**config.mk**
```make
export PLATFORM = sky130hd
export DESIGN_NAME = bfc_flash_regs
export DESIGN_NICKNAME = d
export VERILOG_FILES = /design/src/hw/bfc_pkg.sv /design/src/hw/bfc_flash_regs.sv /design/src/hw/bfc_duration_timer.sv
export SDC_FILE = /design/constraint.sdc
export NUM_CORES = 1
export LEC_CHECK = 0
export ABC_CLOCK_PERIOD_IN_PS = 3300
export BUFFER_PORTS_ARGS = -buffer_cell sky130_fd_sc_hd__buf_4
export CAP_MARGIN = 10
export CORE_ASPECT_RATIO = 0.5
export CORE_UTILIZATION = 55
export DETAILED_ROUTE_END_ITERATION = 6
export GPL_ROUTABILITY_DRIVEN = 0
export PLACE_DENSITY = 0.86
export SYNTH_ARGS = -nofsm -noshare
export SYNTH_HDL_FRONTEND = slang
export SYNTH_HIERARCHICAL = 1
export SYNTH_SLANG_ARGS = --single-unit
```
**constraint.sdc**
```tcl
create_clock -name clk_in -period 3.3 [get_ports clk_in]
set_clock_uncertainty 0.1 [all_clocks]
set_input_delay 0.66 -clock clk_in [delete_from_list [all_inputs] [get_ports clk_in]]
set_output_delay 0.66 -clock clk_in [all_outputs]
set_load 0.005 [all_outputs]
```
**src/hw/bfc_pkg.sv**
```systemverilog
/*
  Shared constants for the boost and flash control register bank:
  register offsets, field positions, reset values, codes and timing.
  Assumes a 125 MHz device clock; the cycle counts derive from it here.
*/
package bfc_pkg;

  // Register offsets on the device register port
  localparam logic [7:0] ADDR_BOOST_LEVEL = 8'h0d;
  localparam logic [7:0] ADDR_BOOST_FREQ = 8'h0e;
  localparam logic [7:0] ADDR_FLASH_CTRL = 8'h10;

  // Reset values
  localparam logic [7:0] BOOST_LEVEL_RESET = 8'h3f;
  localparam logic [2:0] FREQ_SEL_RESET = 3'h7;
  localparam logic [5:0] FLASH_CTRL_RESET = 6'h00;
  localparam logic [7:0] RDATA_UNMAPPED = 8'h00;

  // Flash control and frequency select field positions
  localparam int FL_PWM_BIT = 5;
  localparam int FL_DUR_MSB = 4;
  localparam int FL_DUR_LSB = 3;
  localparam int FL_CUR_MSB = 2;
  localparam int FL_CUR_LSB = 1;
  localparam int FL_EN_BIT = 0;
  localparam int FREQ_TOP_BIT = 2;
  localparam int FREQ_MID_BIT = 1;

  // Flash duration codes
  localparam logic [1:0] DUR_200 = 2'h0;
  localparam logic [1:0] DUR_400 = 2'h1;
  localparam logic [1:0] DUR_600 = 2'h2;
  localparam logic [1:0] DUR_PIN = 2'h3;

  // Timing: printed times in ms, cycle counts derived from the clock
  localparam int unsigned CLK_FREQ_KHZ = 125000;
  localparam int unsigned DUR_200_MS = 200;
  localparam int unsigned DUR_400_MS = 400;
  localparam int unsigned DUR_600_MS = 600;
  localparam int unsigned DUR_200_CYCLES = DUR_200_MS * CLK_FREQ_KHZ;
  localparam int unsigned DUR_400_CYCLES = DUR_400_MS * CLK_FREQ_KHZ;
  localparam int unsigned DUR_600_CYCLES = DUR_600_MS * CLK_FREQ_KHZ;
  localparam int TIMER_W = 27;
  // Timer reloads this much below the length so on-time is exact
  localparam int unsigned TIMER_PRELOAD_SLACK = 2;

  // Decoded switching frequency
  typedef enum logic [1:0] {
    FREQ_1M00 = 2'h0,
    FREQ_1M67 = 2'h1,
    FREQ_2M00 = 2'h2
  } bfc_freq_type;

  // Flash sequencer states, Gray along idle -> timed; idle -> pin flips both bits
  typedef enum logic [1:0] {
    FL_IDLE = 2'b00,
    FL_TIMED = 2'b01,
    FL_PIN = 2'b11
  } bfc_flash_state_type;

  // Count of consecutive ones from bit 0 of a thermometer code
  function automatic logic [3:0] bfc_trail_ones(input logic [7:0] v);
    logic [3:0] n;
    logic stop;
    n = 4'h0;
    stop = 1'b0;
    for (int i = 0; i < 8; i++) begin
      if (!stop && v[i]) begin
        n = n + 4'h1;
      end else begin
        stop = 1'b1;
      end
    end
    return n;
  endfunction

endpackage

```
**src/hw/bfc_flash_regs.sv**
```systemverilog
/*
  Boost level, boost frequency and flash control registers with the
  flash sequencer. Registers are reached through the decoded register
  port of the device's serial host interface. Power stages sit outside
  and take the decoded outputs.
  Assumes all inputs are synchronous to clk_in.
*/
// How it works
// - Boost level read as thermometer step count
// - Boost level resets to 0x3f, fully read/write
// - Frequency select decodes 1xx/01x/00x, resets ones
// - Bit 5 gates PWM onto flash drive
// - Timed flashes last 200, 400 or 600 ms
// - Code 11 follows trigger pin while held
// - Current field scales flash to quarters
// - Flash control resets zero, bits 7-6 read zero
// - Bit 0 enables the flash driver
`timescale 1ns/100ps
module bfc_flash_regs #(
  parameter int unsigned CYC_200 = bfc_pkg::DUR_200_CYCLES,
  parameter int unsigned CYC_400 = bfc_pkg::DUR_400_CYCLES,
  parameter int unsigned CYC_600 = bfc_pkg::DUR_600_CYCLES
) (
  input wire logic clk_in,
  input wire logic reset_n_in,
  input wire logic reg_wr_en_in,
  input wire logic reg_rd_en_in,
  input wire logic [7:0] reg_addr_in,
  input wire logic [7:0] reg_wdata_in,
  output logic [7:0] reg_rdata_out,
  input wire logic flash_trigger_pin_in,
  input wire logic flash_pwm_wave_in,
  output logic [7:0] boost_level_out,
  output logic [3:0] boost_step_out,
  output bfc_pkg::bfc_freq_type boost_freq_out,
  output logic flash_driver_enable_out,
  output logic [1:0] flash_current_level_out,
  output logic flash_on_out,
  output logic flash_drive_out
);
  import bfc_pkg::*;

  localparam int W = TIMER_W;

  // Whole block state
  typedef struct packed {
    logic [7:0] boost_level; // Thermometer boost target
    logic [2:0] freq_sel; // Switching frequency select
    logic [5:0] flash_ctrl; // Implemented flash control bits
    logic [7:0] rdata; // Registered read answer
    logic trig_prev; // Trigger pin, last cycle
    bfc_flash_state_type fsm; // Flash sequencer
    logic [3:0] step; // Decoded boost step
    bfc_freq_type freq; // Decoded frequency
    logic flash_on; // Flash phase active
    logic drive; // Flash drive after PWM gating
    logic [W-1:0] on_len; // Cycles of current timed flash
    logic [W-1:0] run_len; // Length latched at flash start
  } bfc_state_type;

  bfc_state_type q, d;

  logic wr_level, wr_freq, wr_flash;
  logic flash_en, pwm_en, trig_rise;
  logic [1:0] dur_sel;
  logic [W-1:0] timer_load;
  logic [W-1:0] dur_len;
  logic timer_start, timer_stop, timer_running, timer_expired;

  // Write decode and field views
  always_comb begin
    wr_level = reg_wr_en_in && (reg_addr_in == ADDR_BOOST_LEVEL);
    wr_freq = reg_wr_en_in && (reg_addr_in == ADDR_BOOST_FREQ);
    wr_flash = reg_wr_en_in && (reg_addr_in == ADDR_FLASH_CTRL);
    flash_en = q.flash_ctrl[FL_EN_BIT];
    pwm_en = q.flash_ctrl[FL_PWM_BIT];
    dur_sel = q.flash_ctrl[FL_DUR_MSB:FL_DUR_LSB];
    trig_rise = flash_trigger_pin_in && !q.trig_prev;
  end

  // Duration length by select code; pin mode needs no timer
  always_comb begin
    case (dur_sel)
      DUR_200: dur_len = W'(CYC_200);
      DUR_400: dur_len = W'(CYC_400);
      DUR_600: dur_len = W'(CYC_600);
      default: dur_len = W'(CYC_200);
    endcase
    // Preload short by two so the flash lasts the full length
    timer_load = dur_len - W'(TIMER_PRELOAD_SLACK);
  end

  // Timer is started on a trigger edge in a timed mode only
  always_comb begin
    timer_start = (q.fsm == FL_IDLE) && flash_en && trig_rise &&
                  (dur_sel != DUR_PIN);
    timer_stop = (q.fsm == FL_TIMED) && !flash_en;
  end

  bfc_duration_timer #(
    .CNT_W(W)
  ) u_timer (
    .clk_in(clk_in),
    .reset_n_in(reset_n_in),
    .start_in(timer_start),
    .stop_in(timer_stop),
    .load_in(timer_load),
    .running_out(timer_running),
    .expired_out(timer_expired)
  );

  // Next-state logic for registers, read port and sequencer
  always_comb begin
    d = q;
    d.trig_prev = flash_trigger_pin_in;
    // Register writes
    if (wr_level) begin
      d.boost_level = reg_wdata_in;
    end
    if (wr_freq) begin
      d.freq_sel = reg_wdata_in[2:0];
    end
    if (wr_flash) begin
      d.flash_ctrl = reg_wdata_in[5:0];
    end
    // Reads answer one cycle later; unused bits and holes read zero
    if (reg_rd_en_in) begin
      case (reg_addr_in)
        ADDR_BOOST_LEVEL: d.rdata = q.boost_level;
        ADDR_BOOST_FREQ: d.rdata = {5'h00, q.freq_sel};
        ADDR_FLASH_CTRL: d.rdata = {2'h0, q.flash_ctrl};
        default: d.rdata = RDATA_UNMAPPED;
      endcase
    end
    // Decoded boost outputs follow the stored fields
    d.step = bfc_trail_ones(d.boost_level);
    if (d.freq_sel[FREQ_TOP_BIT]) begin
      d.freq = FREQ_2M00;
    end else if (d.freq_sel[FREQ_MID_BIT]) begin
      d.freq = FREQ_1M67;
    end else begin
      d.freq = FREQ_1M00;
    end
    // Flash sequencer
    case (q.fsm)
      FL_IDLE: begin
        if (flash_en && dur_sel == DUR_PIN && flash_trigger_pin_in) begin
          d.fsm = FL_PIN;
        end else if (timer_start) begin
          d.fsm = FL_TIMED;
        end
      end
      FL_TIMED: begin
        // Clearing the enable cuts a flash short at once
        if (!flash_en || timer_expired) begin
          d.fsm = FL_IDLE;
        end
      end
      FL_PIN: begin
        if (!flash_en || !flash_trigger_pin_in) begin
          d.fsm = FL_IDLE;
        end
      end
      default: d.fsm = FL_IDLE;
    endcase
    d.flash_on = (d.fsm != FL_IDLE);
    // PWM wave chops the drive only when enabled
    d.drive = d.flash_on && (!d.flash_ctrl[FL_PWM_BIT] ||
                             flash_pwm_wave_in);
    d.on_len = (d.fsm == FL_TIMED) ? q.on_len + W'(1) : '0;
    // Length held so a later select change cannot stretch the bound
    if (timer_start) begin
      d.run_len = dur_len;
    end
  end

  // State register
  always_ff @(posedge clk_in or negedge reset_n_in) begin
    if (!reset_n_in) begin
      q.boost_level <= BOOST_LEVEL_RESET;
      q.freq_sel <= FREQ_SEL_RESET;
      q.flash_ctrl <= FLASH_CTRL_RESET;
      q.rdata <= RDATA_UNMAPPED;
      q.trig_prev <= 1'b0;
      q.fsm <= FL_IDLE;
      q.step <= 4'h6;
      q.freq <= FREQ_2M00;
      q.flash_on <= 1'b0;
      q.drive <= 1'b0;
      q.on_len <= '0;
      q.run_len <= '0;
    end else begin
      q <= d;
    end
  end

  // Outputs straight from state flops
  assign reg_rdata_out = q.rdata;
  assign boost_level_out = q.boost_level;
  assign boost_step_out = q.step;
  assign boost_freq_out = q.freq;
  assign flash_driver_enable_out = q.flash_ctrl[FL_EN_BIT];
  assign flash_current_level_out = q.flash_ctrl[FL_CUR_MSB:FL_CUR_LSB];
  assign flash_on_out = q.flash_on;
  assign flash_drive_out = q.drive;

  chk_boost_step: assert property (@(posedge clk_in)
    disable iff (!reset_n_in)
    boost_step_out == bfc_trail_ones(boost_level_out))
    else $error("boost step does not match level");

  chk_level_write: assert property (@(posedge clk_in)
    disable iff (!reset_n_in)
    wr_level |=> boost_level_out == $past(reg_wdata_in))
    else $error("boost level write lost");

  chk_freq_decode: assert property (@(posedge clk_in)
    disable iff (!reset_n_in)
    (q.freq_sel[2] -> boost_freq_out == FREQ_2M00) &&
    (q.freq_sel[2:1] == 2'h1 -> boost_freq_out == FREQ_1M67) &&
    (q.freq_sel[2:1] == 2'h0 -> boost_freq_out == FREQ_1M00))
    else $error("frequency decode wrong");

  chk_freq_upper: assert property (@(posedge clk_in)
    disable iff (!reset_n_in)
    reg_rd_en_in && reg_addr_in == ADDR_BOOST_FREQ
    |=> reg_rdata_out[7:3] == 5'h00)
    else $error("frequency upper bits not zero");

  chk_pwm_off: assert property (@(posedge clk_in)
    disable iff (!reset_n_in)
    !q.flash_ctrl[FL_PWM_BIT] && flash_on_out |-> flash_drive_out)
    else $error("drive chopped with pwm disabled");

  chk_timed_bound: assert property (@(posedge clk_in)
    disable iff (!reset_n_in)
    q.fsm == FL_TIMED |-> q.on_len <= q.run_len)
    else $error("timed flash ran past its length");

  // Last counted cycle of a timed flash is followed by dark
  chk_timed_exact: assert property (@(posedge clk_in)
    disable iff (!reset_n_in)
    q.fsm == FL_TIMED && q.on_len == q.run_len |=> !flash_on_out)
    else $error("timed flash outlived its length");

  chk_pin_release: assert property (@(posedge clk_in)
    disable iff (!reset_n_in)
    q.fsm == FL_PIN && !flash_trigger_pin_in |=> !flash_on_out)
    else $error("pin flash outlived the pin");

  chk_current_write: assert property (@(posedge clk_in)
    disable iff (!reset_n_in)
    wr_flash |=> flash_current_level_out == $past(reg_wdata_in[2:1]))
    else $error("current level write lost");

  chk_flash_upper: assert property (@(posedge clk_in)
    disable iff (!reset_n_in)
    reg_rd_en_in && reg_addr_in == ADDR_FLASH_CTRL
    |=> reg_rdata_out[7:6] == 2'h0)
    else $error("flash control upper bits not zero");

  chk_enable_gate: assert property (@(posedge clk_in)
    disable iff (!reset_n_in)
    !flash_driver_enable_out |=> !flash_on_out)
    else $error("flash on while driver disabled");

  chk_timer_pair: assert property (@(posedge clk_in)
    disable iff (!reset_n_in)
    q.fsm == FL_TIMED && flash_en |-> timer_running || timer_expired)
    else $error("timed flash without a running timer");

endmodule

```
**src/hw/bfc_duration_timer.sv**
```systemverilog
/*
  Flash duration down-counter. Loaded on a start pulse, halted by stop with the count held,
  pulses expired once when the count runs out.
  Assumes start and stop come from the same clock domain.
*/
`timescale 1ns/100ps
module bfc_duration_timer #(
  parameter int CNT_W = 27
) (
  input wire logic clk_in,
  input wire logic reset_n_in,
  input wire logic start_in,
  input wire logic stop_in,
  input wire logic [CNT_W-1:0] load_in,
  output logic running_out,
  output logic expired_out
);
  import bfc_pkg::*;

  // Whole timer state
  typedef struct packed {
    logic [CNT_W-1:0] cnt;
    logic running;
    logic expired;
  } bfc_timer_state_type;

  bfc_timer_state_type q, d;

  // Next-state logic
  always_comb begin
    d = q;
    d.expired = 1'b0;
    if (start_in) begin
      // Start wins over everything, a fresh flash restarts timing
      d.cnt = load_in;
      d.running = 1'b1;
    end else if (stop_in) begin
      d.running = 1'b0;
    end else if (q.running) begin
      if (q.cnt == '0) begin
        d.running = 1'b0;
        d.expired = 1'b1;
      end else begin
        d.cnt = q.cnt - {{(CNT_W-1){1'b0}}, 1'b1};
      end
    end
  end

  // State register
  always_ff @(posedge clk_in or negedge reset_n_in) begin
    if (!reset_n_in) begin
      q <= '0;
    end else begin
      q <= d;
    end
  end

  assign running_out = q.running;
  assign expired_out = q.expired;

  // Expiry only ever follows a running count of zero
  chk_expiry_cause: assert property (@(posedge clk_in)
    disable iff (!reset_n_in)
    $rose(q.expired) |-> $past(q.running) && $past(q.cnt) == '0)
    else $error("timer expired without running out");

endmodule

```
==> impl_metrics.ini <==
[status]
status = finished, violations left
violations = setup timing

[layout]
nNetsFinal = 514
drive_gt1_frac = 0.304
post-route-util = 0.704
final_cells = 579
syn2layout_area_growth_pct = 20.0
antennaDiodeCount = 0

[logic_synthesis]
synth_ff_type = dfrtp_1
synth-edff-count = 0
synth_top_area_share = 0.327
synth_top_family_by_area = simple AND/OR/NAND/NOR gates
syn_avg_cell_area_um2 = 9.41
yosysSeqAreaShare = 0.398
muxShareOfSynthArea = 0.0546
synthXorXnorAreaFrac = 0.00864
synthCells = 431
yosysMostFrequentCell = dfrtp_1
yosys-top-cells-area = dfrtp_1 (33%), dfstp_2 (7.1%), buf_4 (4.8%)
synth.distinct_cells = 70
yosys.area_share.adder = 0.0309
synth_compound_area_frac = 0.144
yosys.area_share.simple = 0.268
synth_common_cells = dfrtp_1 (53), nand2_1 (48), nor2_1 (27)
syn-cell-area_um2 = 4050
synth-seq-cells = 64
ys_async_sr_fraction = 1.00
synth_top_cell_by_area = dfrtp_1
yosysWarnings = 6

[floorplanning]
ios = 49
dieHeight_um = 62.7
coreArea_um2 = 6910
die_w_um = 123
start_util = 0.587
rows = 21
fp.dieArea_um2 = 7740

[grt]
antenna_found_initial = 0
grt_use_total = 0.273
grt-ovfl-total = 0
grt_max_degree = 65
grt_first_pass_wirelength_um = 16200
grt_pass1_vias = 3365

[routing]
vias_per_cell = 6.18
first_iter_violations = 459
routed_wl_um = 10500
drc = 0
wire_per_inst_um = 18.1
via_count = 3578
ant_nets = 0
drtPass1Iterations = 5

[worst_setup_path]
critPathMaxFanout = 7
cp_slowest_cell = nor3_2
crit_family = simple AND/OR/NAND/NOR gates
path_cells = buf_6 > and3b_2 > nand4_1 > buf_6 > mux2i_1 > nor3_2 > ha_4 > nor2b_4 > o31ai_4 > inv_2 > ha_4 > inv_2 > mux2i_1 > ha_2 > nand3b_1 > a21oi_2 > xnor2_1
path_buf_inv = 4
slowest_delay_ns = 0.39
worst-setup-path-type = in2reg
cp-start-kind = input pin
path_depth = 17
reg2regPathDepth = 14
critPathArrivalTime_ns = 3.52
crit_required_ns = 3.46
critPathCaptureType = flip-flop

[sta]
finalMaxSlewViolations = 0
maxSlewHeadroom = 0.371
layout_setup_ws_ns = -0.0561
holdWs_ns = 0.309
final.setup.tns_ns = -0.0670
rsz0062_at_grt = true
fmax_mhz = 298
finalHoldViolations = 0
finalCritPeriodShare = 1.02
fin_crit_ns = 3.36
worstMarginPinSlew_ns = 0.943
finalSetupViolCount = 2

[clocking]
clk_pin_slew_ns = 0.05
cts_hold_buf = 0
worstSkewPairLatency_ns = 0.34
cts_buffers = 9
cts_tree = yes
clock-root-buffer = clkbuf_16
h-tree-depth = 3
clock_path_buffers = 2
cts.sink_count = 64

[placement]
port_buffers = 48
hpwl_um = 6240
placedCellCount = 558

[run]
cap_violations = 0

[min_path]
hold_path.class = in2async

[power]
p_leak_nw = 2.03
p_per_area_nw_per_um2 = 516
peakVddDrop_uv = 270
## state kept, by name, summed over array words and instances, names as in the netlist
| name | cells |
|---|---|
| reg_rdata_out | 8 |
| boost_step_out | 4 |
| u_timer/running_out | 1 |
| flash_drive_out | 1 |
| flash_driver_enable_out | 1 |
| pwm_en | 1 |
| dur_sel | 2 |
| u_timer/q | 27 |
| boost_level_out | 8 |
| boost_freq_out | 1 |
| flash_on_out | 1 |
| flash_current_level_out | 2 |
| u_timer/expired_out | 1 |
| q | 6 |
## final timing paths
| path | from | to | slack, ns |
|---|---|---|---|
| max | reg_addr_in[4] | boost_step_out[2]$_DFF_PN1_ | -0.06 |
| min | reset_n_in | u_timer/q[7]$_DFFE_PN0P_ | 0.31 |
| max reg2reg | boost_level_out[0]$_DFF_PN1_ | boost_step_out[2]$_DFF_PN1_ | 0.08 |
| min reg2reg | boost_level_out[1]$_DFF_PN1_ | boost_level_out[1]$_DFF_PN1_ | 0.42 |
| max in group asynchronous | reset_n_in | boost_level_out[6]$_DFF_PN0_ | 2.27 |
| min in group clk_in | flash_trigger_pin_in | q[64]$_DFF_PN0_ | 0.34 |
## worst register-to-register path, stage by stage (launching register included)
cell and delay [ns]:
dfstp_2 0.60, nand4_1 0.25, mux2i_1 0.34, nor3_2 0.14, ha_4 0.30, nor2b_4 0.04, o31ai_4 0.26, inv_2 0.09
ha_4 0.27, inv_2 0.03, mux2i_1 0.13, ha_2 0.19, nand3b_1 0.10, a21oi_2 0.17, xnor2_1 0.13
## repair_timing
| item | in CTS | in global routing |
|---|---|---|
| resized for setup | 3 | 19 |
| hold endpoints to repair | 0 | 0 |
| setup endpoints to repair | 2 | 2 |
| buffers inserted | 3 | 2 |
| pin swaps | 4 | 9 |
## cell type report
| class | count | area [um^2] |
|---|---|---|
| Multi-Input combinational cell | 314 | 2200 |
| Fill cell | 464 | 2040 |
| Clock buffer | 11 | 243 |
| Clock inverter | 5 | 56.3 |
| Sequential cell | 64 | 1620 |
| Tap cell | 92 | 115 |
| Inverter | 21 | 78.8 |
| Timing Repair Buffer | 72 | 559 |
## layout by cell type, fill, tap and decap left out, drive strengths merged, types with 12 or more instances in the layout
cell and instances:
buf 72, nor2 27, inv 21, a31oi 12, or3 15, nand2 49, nand3 14, nor4 12
dfrtp 53, o21ai 22
## power by group
group,total [mW],internal [mW],switching [mW],leakage (nW)
logic,0.458,0.212,0.246,1.14
registers,1.10,0.911,0.189,0.745
clock network,0.951,0.603,0.348,0.145
total,2.51,1.73,0.782,2.03
## per-stage QoR
step	power [mW]	instance area, um^2	setup slack (ns)
floorplan	1.40	4110	-0.291
global placement	1.51	4430	-0.344
detailed placement	1.54	4430	-0.415
CTS	2.49	4760	0.00588
global route	2.63	4870	-0.171
finish	2.51	4870	-0.0561
## cells by family (layout without fill, tap and decap cells)
family | Yosys count | count (layout)
other | 2 | 11
AO/OA/AOI/OAI | 86 | 86
flip-flops | 64 | 64
buffers and inverters | 62 | 109
AND/OR/NAND/NOR | 183 | 183
XOR/XNOR | 4 | 4
multiplexers | 20 | 20
adder cells (fa/ha/maj) | 10 | 10
## metal layers
| metal | part of all wire | track usage |
|---|---|---|
| met2 | 0.49 | 0.463 |
| met5 | 0 | 0 |
| met4 | 0.016 | 0.0798 |
| met3 | 0.072 | 0.0648 |
| met1 | 0.42 | 0.345 |
Note: power is estimated with default switching activity, not from simulation.
